**src/exc_seq_consts.svh**
```systemverilog
// Offsets, field positions, reset values and vector numbers of the exception sequencer.
`ifndef EXC_SEQ_CONSTS_SVH
`define EXC_SEQ_CONSTS_SVH
`define REG_EVT_OFS      8'h00
`define REG_MASK_OFS     8'h04
`define REG_VEC_BASE_OFS 8'h08
`define REG_STATE_OFS    8'h0c
`define RESET_PC_ADDR    32'h0000_0000
`define RESET_SP_ADDR    32'h0000_0004
`define VEC_BASE_RESET   32'h0000_0000
`define IMASK_LSB        4
`define IMASK_RESET      4'hf
`define VEC_GEN_ILLEGAL  8'h04
`define VEC_SLOT_ILLEGAL 8'h06
`define VEC_ADDR_ERROR   8'h09
`define VEC_NMI          8'h0b
`define VEC_TRAP_FIRST   8'h20
`define VEC_TRAP_LAST    8'h3f
`define STACK_WORD       32'h0000_0004
`define EVT_RESET        0
`define EVT_ADDR_ERR     1
`define EVT_IRQ          2
`define EVT_GEN_ILL      3
`define EVT_SLOT_ILL     4
`define EVT_TRAP         5
`define EVT_WIDTH        6
`endif

```
**src/exc_seq_pkg.sv**
```systemverilog
// Types shared by the exception sequencer.
package exc_seq_pkg;
    typedef enum logic [2:0]
    {
        ST_IDLE,
        ST_RST_PC,
        ST_RST_SP,
        ST_PUSH_SR,
        ST_PUSH_PC,
        ST_VEC,
        ST_FINISH
    } seq_state_t;

    typedef struct packed
    {
        seq_state_t  st;
        logic [31:0] vector_base_reg;
        logic [7:0]  vec;
        logic        is_reset;
        logic        pend_ae;
        logic        pend_irq;
        logic [3:0]  pend_lvl;
        logic [7:0]  pend_vec;
        logic        is_irq;
        logic [3:0]  irq_lvl;
        logic [31:0] sp;
        logic [31:0] pc;
        logic [31:0] sr_save;
        logic        mem_we;
        logic [31:0] mem_addr;
        logic [31:0] mem_wdata;
        logic        pc_load;
        logic        sp_load;
        logic        sr_load;
        logic [31:0] sr_val;
        logic        irq_ack;
        logic [5:0]  evt;
        logic [5:0]  mask;
        logic [31:0] rdata;
    } seq_regs_t;
endpackage

```
**src/exc_seq.sv**
```systemverilog
// Exception sequencer: detects exceptions, saves state, fetches vectors.
// ==========================================================================
// Summary of operation
// - Reset handling starts when reset pin releases.
// - Address error, interrupt wait for instruction completion.
// - Trap handling starts on trap execution.
// - Undefined opcode outside slot: general illegal.
// - Undefined or PC-writing slot opcode: slot illegal.
// - Reset fetches PC at zero, SP at four.
// - Reset clears vector base, sets mask ones.
// - Push status word and PC on stack.
// - Interrupt writes its level into mask field.
// - Other exceptions leave mask field unchanged.
// - Fetch handler address from table, jump there.
// - Distinct vectors; entry address from vector offset.
// - Vectors four, six, nine for illegal/address.
// - NMI uses vector eleven, offset four times.
// - Trap vectors thirty-two to sixty-three.
`timescale 1ns/10ps
`include "exc_seq_consts.svh"

module exc_seq
    import exc_seq_pkg::*;
(
    input  wire logic        CLK,
    input  wire logic        ARST_N,
    input  wire logic        DEC_VALID,
    input  wire logic        DEC_UNDEF,
    input  wire logic        DEC_IN_SLOT,
    input  wire logic        DEC_PC_WRITE,
    input  wire logic        DEC_ADDR_ERR,
    input  wire logic        INSN_DONE,
    input  wire logic        TRAP_EXEC,
    input  wire logic [7:0]  TRAP_VEC,
    input  wire logic        IRQ_REQ,
    input  wire logic        IRQ_NMI,
    input  wire logic [3:0]  IRQ_LEVEL,
    input  wire logic [7:0]  IRQ_VEC,
    output logic             IRQ_ACK,
    input  wire logic [31:0] RET_PC,
    input  wire logic [31:0] SR_IN,
    input  wire logic [31:0] SP_IN,
    output logic             MEM_REQ,
    output logic             MEM_WE,
    output logic [31:0]      MEM_ADDR,
    output logic [31:0]      MEM_WDATA,
    input  wire logic        MEM_ACK,
    input  wire logic [31:0] MEM_RDATA,
    output logic             BUSY,
    output logic             PC_LOAD,
    output logic [31:0]      PC_VALUE,
    output logic             SP_LOAD,
    output logic [31:0]      SP_VALUE,
    output logic             SR_LOAD,
    output logic [31:0]      SR_VALUE,
    output logic [31:0]      VEC_BASE,
    input  wire logic [7:0]  REG_ADDR,
    input  wire logic [31:0] REG_WDATA,
    input  wire logic        REG_WR,
    input  wire logic        REG_RD,
    output logic [31:0]      REG_RDATA,
    output logic             INT_OUT
);

    // ======================================================================
    // Helpers
    // Table entry address: base plus four bytes per vector.
    function automatic logic [31:0] vec_addr(input logic [31:0] base, input logic [7:0] vec);
        vec_addr = base + {22'h0, vec, 2'b00};
    endfunction

    // Status word with a new interrupt mask field.
    function automatic logic [31:0] with_mask(input logic [31:0] sr, input logic [3:0] m);
        logic [31:0] r;
        r = sr;
        r[`IMASK_LSB +: 4] = m;
        with_mask = r;
    endfunction

    seq_regs_t q;
    seq_regs_t d;
    logic      mem_state;
    logic      start_pend;
    logic      start_ill;
    logic      start_trap;
    logic [5:0] ev_set;
    logic [5:0] ev_clr;

    // ======================================================================
    // Next-state logic
    // Memory is requested in every state that reads or writes the table or stack.
    assign mem_state = (q.st == ST_RST_PC) || (q.st == ST_RST_SP) || (q.st == ST_PUSH_SR) ||
                       (q.st == ST_PUSH_PC) || (q.st == ST_VEC);
    // Pending address error or interrupt starts once the running instruction ends.
    assign start_pend = (q.st == ST_IDLE) && INSN_DONE && (q.pend_ae || q.pend_irq);
    // Illegal opcodes start straight from decode.
    assign start_ill = (q.st == ST_IDLE) && !start_pend && DEC_VALID &&
                       (DEC_UNDEF || (DEC_IN_SLOT && DEC_PC_WRITE));
    assign start_trap = (q.st == ST_IDLE) && !start_pend && !start_ill && TRAP_EXEC;

    always_comb
    begin
        d = q;
        ev_set = 6'h00;
        ev_clr = 6'h00;
        d.pc_load = 1'b0;
        d.sp_load = 1'b0;
        d.sr_load = 1'b0;
        d.irq_ack = 1'b0;
        d.rdata = 32'h0000_0000;
        // Catch address errors and interrupts seen at decode until they start.
        if (DEC_VALID && DEC_ADDR_ERR)
        begin
            d.pend_ae = 1'b1;
        end
        if (DEC_VALID && IRQ_REQ && !q.pend_irq)
        begin
            d.pend_irq = 1'b1;
            d.pend_lvl = IRQ_LEVEL;
            d.pend_vec = IRQ_NMI ? `VEC_NMI : IRQ_VEC;
        end
        case (q.st)
            ST_IDLE:
            begin
                if (start_pend || start_ill || start_trap)
                begin
                    d.st = ST_PUSH_SR;
                    d.is_reset = 1'b0;
                    d.is_irq = 1'b0;
                    d.sr_save = SR_IN;
                    d.sp = SP_IN;
                    d.pc = RET_PC;
                    d.mem_we = 1'b1;
                    d.mem_addr = SP_IN - `STACK_WORD;
                    d.mem_wdata = SR_IN;
                    if (start_pend && q.pend_ae)
                    begin
                        d.vec = `VEC_ADDR_ERROR;
                        d.pend_ae = 1'b0;
                        ev_set[`EVT_ADDR_ERR] = 1'b1;
                    end
                    else if (start_pend)
                    begin
                        d.vec = q.pend_vec;
                        d.is_irq = 1'b1;
                        d.irq_lvl = q.pend_lvl;
                        d.pend_irq = 1'b0;
                        d.irq_ack = 1'b1;
                        ev_set[`EVT_IRQ] = 1'b1;
                    end
                    else if (start_ill && DEC_IN_SLOT)
                    begin
                        d.vec = `VEC_SLOT_ILLEGAL;
                        ev_set[`EVT_SLOT_ILL] = 1'b1;
                    end
                    else if (start_ill)
                    begin
                        d.vec = `VEC_GEN_ILLEGAL;
                        ev_set[`EVT_GEN_ILL] = 1'b1;
                    end
                    else
                    begin
                        // Trap numbers are folded into the user range.
                        d.vec = `VEC_TRAP_FIRST | (TRAP_VEC & 8'h1f);
                        ev_set[`EVT_TRAP] = 1'b1;
                    end
                end
            end
            ST_RST_PC:
            begin
                if (MEM_ACK)
                begin
                    d.pc = MEM_RDATA;
                    d.st = ST_RST_SP;
                    d.mem_addr = `RESET_SP_ADDR;
                end
            end
            ST_RST_SP:
            begin
                if (MEM_ACK)
                begin
                    d.sp = MEM_RDATA;
                    d.st = ST_FINISH;
                end
            end
            ST_PUSH_SR:
            begin
                if (MEM_ACK)
                begin
                    d.st = ST_PUSH_PC;
                    d.mem_addr = q.sp - (`STACK_WORD + `STACK_WORD);
                    d.mem_wdata = q.pc;
                end
            end
            ST_PUSH_PC:
            begin
                if (MEM_ACK)
                begin
                    d.st = ST_VEC;
                    d.sp = q.sp - (`STACK_WORD + `STACK_WORD);
                    d.mem_we = 1'b0;
                    d.mem_addr = vec_addr(q.vector_base_reg, q.vec);
                    d.mem_wdata = 32'h0000_0000;
                end
            end
            ST_VEC:
            begin
                if (MEM_ACK)
                begin
                    d.pc = MEM_RDATA;
                    d.st = ST_FINISH;
                end
            end
            ST_FINISH:
            begin
                // Hand the new PC, SP and status word to the core in one cycle.
                d.st = ST_IDLE;
                d.pc_load = 1'b1;
                d.sp_load = 1'b1;
                d.sr_load = 1'b1;
                if (q.is_reset)
                begin
                    d.vector_base_reg = `VEC_BASE_RESET;
                    d.sr_val = with_mask(SR_IN, `IMASK_RESET);
                    ev_set[`EVT_RESET] = 1'b1;
                end
                else if (q.is_irq)
                begin
                    d.sr_val = with_mask(q.sr_save, q.irq_lvl);
                end
                else
                begin
                    d.sr_val = q.sr_save;
                end
                d.is_reset = 1'b0;
            end
            default:
            begin
                d.st = ST_IDLE;
            end
        endcase
        // Register writes; the vector base is software-loadable.
        if (REG_WR)
        begin
            case (REG_ADDR)
                `REG_EVT_OFS:  ev_clr = REG_WDATA[5:0];
                `REG_MASK_OFS: d.mask = REG_WDATA[5:0];
                `REG_VEC_BASE_OFS: d.vector_base_reg = REG_WDATA;
                default:       ev_clr = 6'h00;
            endcase
        end
        // A new event wins over a simultaneous clear.
        d.evt = (q.evt & ~ev_clr) | ev_set;
        // Register reads answer in the next cycle; unmapped reads return zero.
        if (REG_RD)
        begin
            case (REG_ADDR)
                `REG_EVT_OFS:   d.rdata = {26'h0, q.evt};
                `REG_MASK_OFS:  d.rdata = {26'h0, q.mask};
                `REG_VEC_BASE_OFS: d.rdata = q.vector_base_reg;
                `REG_STATE_OFS: d.rdata = {16'h0, q.vec, 2'b00, q.pend_irq, q.pend_ae, 1'b0,
                                           q.st};
                default:        d.rdata = 32'h0000_0000;
            endcase
        end
    end

    // ======================================================================
    // State register
    // Reset lands in the first vector fetch, so handling begins at release.
    always_ff @(posedge CLK or negedge ARST_N)
    begin
        if (!ARST_N)
        begin
            q <= '0;
            q.st <= ST_RST_PC;
            q.is_reset <= 1'b1;
            q.mem_addr <= `RESET_PC_ADDR;
            q.vector_base_reg <= `VEC_BASE_RESET;
        end
        else
        begin
            q <= d;
        end
    end

    // ======================================================================
    // Outputs
    assign MEM_REQ   = mem_state;
    assign MEM_WE    = q.mem_we;
    assign MEM_ADDR  = q.mem_addr;
    assign MEM_WDATA = q.mem_wdata;
    assign BUSY      = (q.st != ST_IDLE);
    assign IRQ_ACK   = q.irq_ack;
    assign PC_LOAD   = q.pc_load;
    assign PC_VALUE  = q.pc;
    assign SP_LOAD   = q.sp_load;
    assign SP_VALUE  = q.sp;
    assign SR_LOAD   = q.sr_load;
    assign SR_VALUE  = q.sr_val;
    assign VEC_BASE  = q.vector_base_reg;
    assign REG_RDATA = q.rdata;
    assign INT_OUT   = |(q.evt & q.mask);
endmodule

```
**config.mk**
```make
export PLATFORM = sky130hd
export DESIGN_NAME = exc_seq
export DESIGN_NICKNAME = d
export VERILOG_FILES = /design/src/exc_seq_pkg.sv /design/src/exc_seq.sv
export VERILOG_INCLUDE_DIRS = /design/src /design/src/src
export SDC_FILE = /design/constraint.sdc
export NUM_CORES = 1
export LEC_CHECK = 0
export ABC_CLOCK_PERIOD_IN_PS = 6080
export BUFFER_PORTS_ARGS = -buffer_cell sky130_fd_sc_hd__buf_2
export CORE_MARGIN = 8
export CORE_UTILIZATION = 50
export DETAILED_ROUTE_END_ITERATION = 12
export PLACE_DENSITY = 0.75
export SYNTH_ARGS = -nofsm -noshare
export SYNTH_HDL_FRONTEND = slang
export SYNTH_SLANG_ARGS = --single-unit
export TNS_END_PERCENT = 100
```
**constraint.sdc**
```tcl
create_clock -name CLK -period 6.08 [get_ports CLK]
set_input_delay 0.304 -clock CLK [delete_from_list [all_inputs] [get_ports CLK]]
set_output_delay 0.304 -clock CLK [all_outputs]
set_load 0.01 [all_outputs]
```
; Word-level counts from Yosys, hierarchy flattened
; Index checks and enable logic that the tools add are counted.
[word_totals]
inputBits = 202
ff_bits = 304
elab_cells = 153
[classes]
n_eq_ne = 16
addsub = 3
n_reduce_logical = 46
n_bitwise = 5
mux = 59
[op_table]
columns = op, n
row1 = two-way mux 32 bit, 9
row2 = case mux 32 bit (4 select lines), 2
row3 = case mux 32 bit (3 select lines), 2
row4 = two-way mux 161 bit, 1
row5 = two-way mux 65 bit, 1
row6 = two-way mux 64 bit, 1
row7 = case mux 32 bit (2 select lines), 1
row8 = two-way mux 8 bit, 5
row9 = two-way mux 35 bit, 1
row10 = adder 32 x 10 -> 32 bit, 1
row11 = subtractor 32 x 3 -> 32 bit (second input constant), 1
row12 = subtractor 32 x 4 -> 32 bit (second input constant), 1
row13 = two-way mux 3 bit, 7
row14 = two-way mux 5 bit, 4
row15 = two-way mux 6 bit, 3
row16 = == test 8 x 4 -> 1 bit (second input constant), 2
row17 = two-way mux 1 bit, 16
row18 = case mux 3 bit (5 select lines), 1
row19 = logical AND 1 bit, 13
row20 = two-way mux 13 bit, 1
row21 = AND 6 bit, 2
row22 = AND reduction 4 bit, 3
row23 = AND reduction 5 bit, 2
row24 = == test 3 bit (second input constant), 3
row25 = 22 further kinds, 46

; Depth between registers and ports, before layout
[depth]
word_depth = 14
depth_mapped = 10
mapped_depth_nobuf = 9

; Least setup slack after synthesis
; No wires, ideal clock.
[synth_timing]
path_type = register to register
from = reg q, in the netlist SP_VALUE[3]
to = reg q, in the netlist MEM_ADDR[31]
slack_ns = 3.652
stages_incl_launch_ff = 9
period_less_slack_ns = 2.428
setup_time_ns = 0.129
t_arrival_ns = 2.299
cell_sequence = dfrtp_1 > inv_1 > ha_1 > nor4b_1 > nand4_1 > or4_1 > xnor2_1 > a221oi_1 > a21oi_1
[synth_via]
elab_chain_len = 3
[synth_lines]
columns = item, line_no
row1 = "start, declared", exc_seq.sv:80  ; seq_regs_t q;
row2 = subtractor 32 x 4 -> 32 bit, exc_seq.sv:191  ; d.mem_addr = q.sp - (`STACK_WORD + `STACK_WORD);
row3 = two-way mux 64 bit, exc_seq.sv:188  ; if (MEM_ACK)
row4 = case mux 32 bit (4 select lines), exc_seq.sv:122  ; case (q.st)
; Every way passes these cells. The select of a mux whose other input is x is not followed.
; A chain may end at the register's enable or synchronous reset.

; Worst setup path in the final report
[layout_timing]
from = reg q[302] (netlist bit)
to = reg q, in the netlist MEM_ADDR[2]
[layout_via]
elab_chain_len = 13
[layout_lines]
columns = item, line_no
row1 = logical NOT 3 bit, n/a
row2 = logical AND 1 bit (2 in series), exc_seq.sv:95  ; assign start_pend = (q.st == ST_IDLE) && INSN_DONE && (q.pend_ae || q.pend_irq);
row3 = logical NOT 1 bit, "exc_seq.sv:97, exc_seq.sv:99"
row4 = logical AND 1 bit, "exc_seq.sv:97, exc_seq.sv:99"
row5 = logical AND 1 bit (2 in series), exc_seq.sv:97  ; assign start_ill = (q.st == ST_IDLE) && !start_pend && DEC_VALID &&
row6 = logical NOT 1 bit, exc_seq.sv:99  ; assign start_trap = (q.st == ST_IDLE) && !start_pend && !start_ill && TRAP_EXEC;
row7 = logical AND 1 bit (2 in series), exc_seq.sv:99
row8 = logical OR 1 bit, exc_seq.sv:125  ; if (start_pend || start_ill || start_trap)
row9 = inequality test 2 x 1 -> 1 bit (no source line), n/a
row10 = AND reduction 5 bit (no source line), n/a
; Several ways; a longest one is shown, not always the timed one.

==> out/results.tsv <==
metric	value	unit
run status	completed	
total wire length after detailed routing	56.62	mm
area growth from synthesis to layout	12.38	%
number of non-filler instances in the completed layout	2519	
DR pass1 iterations	6	
Post-Syn Nets	2089	
RSZ-0062 raised after global routing	no	
number of antenna violations at the first check in global routing	14	
top-level I/O count	434	
Final Total Pwr	0.009580	W
Reg2Reg Setup Slack	2560	ps
Max FO, Critical Path	84	
core footprint	0.03336	mm2
number of buffers between clock root and the deepest sink	3	
post-CTS setup repair buffer count	0	
share of final-layout standard cells stronger than drive strength 1	25.98	%
H-tree level count	2	
# resized after CTS	0	
number of buffers added by the clock tree synthesis step	35	
series of cell instances along the critical path	nor3_2, inv_2, nor2_4, buf_4, nor2_1, a2111oi_0, nor2_1	
maximum cell stage delay along the critical path	770	ps
via density per instance	5.866	
number of port buffers	430	
number of sinks driven by the clock tree	302	
Hold Path Stages	3	
clock network fraction of total power	21.5	%
final-layout setup total negative slack	0	ps
number of global-route vias before repair	14570	
global placer's final weighted congestion	0.9038	
sequential fraction of design power	34.8	%
pin count of the biggest net entering global routing	115	
leakage dissipation	9.050	nW
Final Core Density	56.79	%
most frequent cell on the critical path	sky130_fd_sc_hd__nor2_1	
fraction of the yosys area taken by sequential cells	44.84	%
main flop type after synthesis	sky130_fd_sc_hd__dfrtp_1	
TritonCTS clock tree	yes	
WP data required	6460	ps
number of violations of the max-capacitance limit	0	
reg2reg path depth	7	
Root Buffer	sky130_fd_sc_hd__clkbuf_16	
count of cell types in the netlist	75	
Cell Count Post-Placement	2432	
GRT Total Usage	27.57	%
slew of the pin with the lowest slew margin	1091	ps
worst voltage drop across the vdd grid	289.6	uV
number of standard cells after synthesis	1876	
num rows	67	
number of vias after detailed routing	14780	
min cycle time layout	3521	ps
met3 wire length	5.867	mm
total grt overflow	0	
CTS clk-pin slew, worst paths	60	ps
number of hold violations in the final report	0	
DIE HEIGHT	199.6	um
net load switching power	0.004101	W
Setup crit start	q[302]	
startpoint types	flip-flop	
Max-Slew Margin vs Limit	27.30	%
half-perimeter wire length after detailed placement	41.83	mm
Finish-stage setup viols	0	
worst min-delay path startpoint	REG_WDATA[20]	
post-synthesis register bit count	302	
critical path class	flip-flop to flip-flop	
fraction of synthesis flops using an asynchronous set or reset pin	100.0	%
starting density of the core	50.54	%
period utilisation layout	57.92	%
most common cell after layout, fill and taps aside	sky130_fd_sc_hd__buf_2	
switching share of power	42.81	%
endpoint class of the critical path	flip-flop	
Die Span X	199.6	um
reg-to-reg critical path startpoint	q[302]	
data arrival time of the worst path	3900	ps
Wirelength per Cell	22.48	um
Die Area	0.03985	mm2
warning count from the yosys run	0	
EDFF count, synth	0	
cell area after synthesis	0.01686	mm2
Power Density	505.6	mW/mm2
wire length of the first global-routing pass	85.56	mm
worst min path class	primary input to flip-flop	
combinational group share of total power	43.7	%
final-stage net count	2253	
number of routed nets with antenna violations	0	
Pint	0.005478	W
M1 WL	21.72	mm
Critical-path top delay cell	sky130_fd_sc_hd__buf_4	
DRC violation total after the first TritonRoute iteration	1278	
worst-case clock skew	13.24	ps
uppermost routed layer	met5	
Achievable Freq	0.2840	GHz
max-slew violation total from the final report	0	
leading cell types in the layout, fill and taps excluded	429 x sky130_fd_sc_hd__buf_2, 354 x sky130_fd_sc_hd__nand2_1, 300 x sky130_fd_sc_hd__dfrtp_1, 111 x sky130_fd_sc_hd__nor2_1, 86 x sky130_fd_sc_hd__o21ai_1	
DRC	0	
total met2 wirelength after detailed routing	26.38	mm
Avg Synthesized Cell Area	8.988	um2
worst-skew pair later-pin latency	510	ps
-- area by class of cell --
type | count | area (um2)
clock inverter | 10 | 133.9
sequential | 302 | 7560
fill | 2990 | 14420
antenna | 8 | 20.02
multi-input combinational | 1208 | 7122
clock buffer | 50 | 962.2
timing repair buffer | 465 | 2485
inverter | 28 | 105.1
tap | 448 | 560.5
-- worst max-delay path, delay by kind of cell, from the launching register on --
kind,cells,cell delay (ps)
flops,1,580
simple gates,4,1310
buf+inv,2,980
compound gates,1,490
-- logic make-up after synthesis --
| group | Yosys count | synth area share (%) |
|---|---|---|
| AND/OR/NAND/NOR | 644 | 17.22 |
| AO/OA/AOI/OAI | 429 | 16.56 |
| buffers and inverters | 366 | 13.25 |
| flip-flops | 302 | 44.84 |
| XOR/XNOR | 67 | 3.480 |
| multiplexers | 57 | 3.799 |
| adder cells (fa/ha/maj) | 11 | 0.8608 |
-- cell usage after synthesis (all sizes together) (7+ instances only) --
cell type	instances	area share [%]
a21oi	48	1.4
a221oi	13	0.68
a222oi	17	1.0
a22o	10	0.52
a22oi	72	3.2
a31oi	8	0.30
and2	23	0.85
and3	11	0.41
buf	241	10
clkbuf	97	2.2
dfrtp	300	45
ha	10	0.74
inv	28	0.62
mux2	16	1.1
mux2i	37	2.2
nand2	354	7.9
nand2b	10	0.39
nand3	22	0.65
nand4	8	0.30
nor2	114	2.6
nor2b	8	0.30
nor3	29	0.89
nor4	18	0.92
o211ai	9	0.40
o21ai	166	4.9
o221ai	7	0.36
o22a	8	0.42
o22ai	20	0.74
or3	15	0.56
or4	15	0.71
xnor2	43	2.2
xor2	24	1.2
-- flip-flops by register name (all words and copies together) (netlist names) --
register   flops
q             75
MEM_ADDR      32
MEM_WDATA     32
PC_VALUE      32
REG_RDATA     32
SP_VALUE      32
SR_VALUE      32
VEC_BASE      32
IRQ_ACK        1
MEM_WE         1
PC_LOAD        1
-- stage by stage --
step	area [um2]	hold WS (ps)	worst slack, ps
finish	18950	12.45	2559
global route	18940	12.63	2308
CTS	18930	1.125	2629
detailed placement	17640	421.7	2641
global placement	17640	400.7	2700
floorplan	16860	8.409	3652
-- timing repair --
action / 4_1_cts / 5_1_grt
endpoints found under the setup margin: 0 / 0
hold buffers: 19 / 0
endpoints found under the hold margin: 125 / 0
-- layer usage --
layer | up-vias | global-route usage [%]
li1 | 6666 | -
met1 | 7178 | 34.87
met2 | 766 | 43.94
met3 | 153 | 7.646
met4 | 14 | 11.80
met5 | - | 0
-- final timing paths --
path,end
setup / recovery,MEM_ADDR[2]
hold / removal,VEC_BASE[20]
setup reg to reg,MEM_ADDR[2]
hold reg to reg,q[164]
max in group asynchronous,VEC_BASE[12]
min in group asynchronous,REG_RDATA[18]
-- power groups by stage --
stage	clock network (W)	logic, W	registers, W
4_1_cts	0.00209	0.00419	0.00331
6_report	0.00206	0.00419	0.00334
2_1_floorplan	0	0.00336	0.00310
3_5_place_dp	0	0.00415	0.00334
3_3_place_gp	0	0.00405	0.00331
5_1_grt	0.00217	0.00463	0.00342
Note: power is estimated with default switching activity, not from simulation.
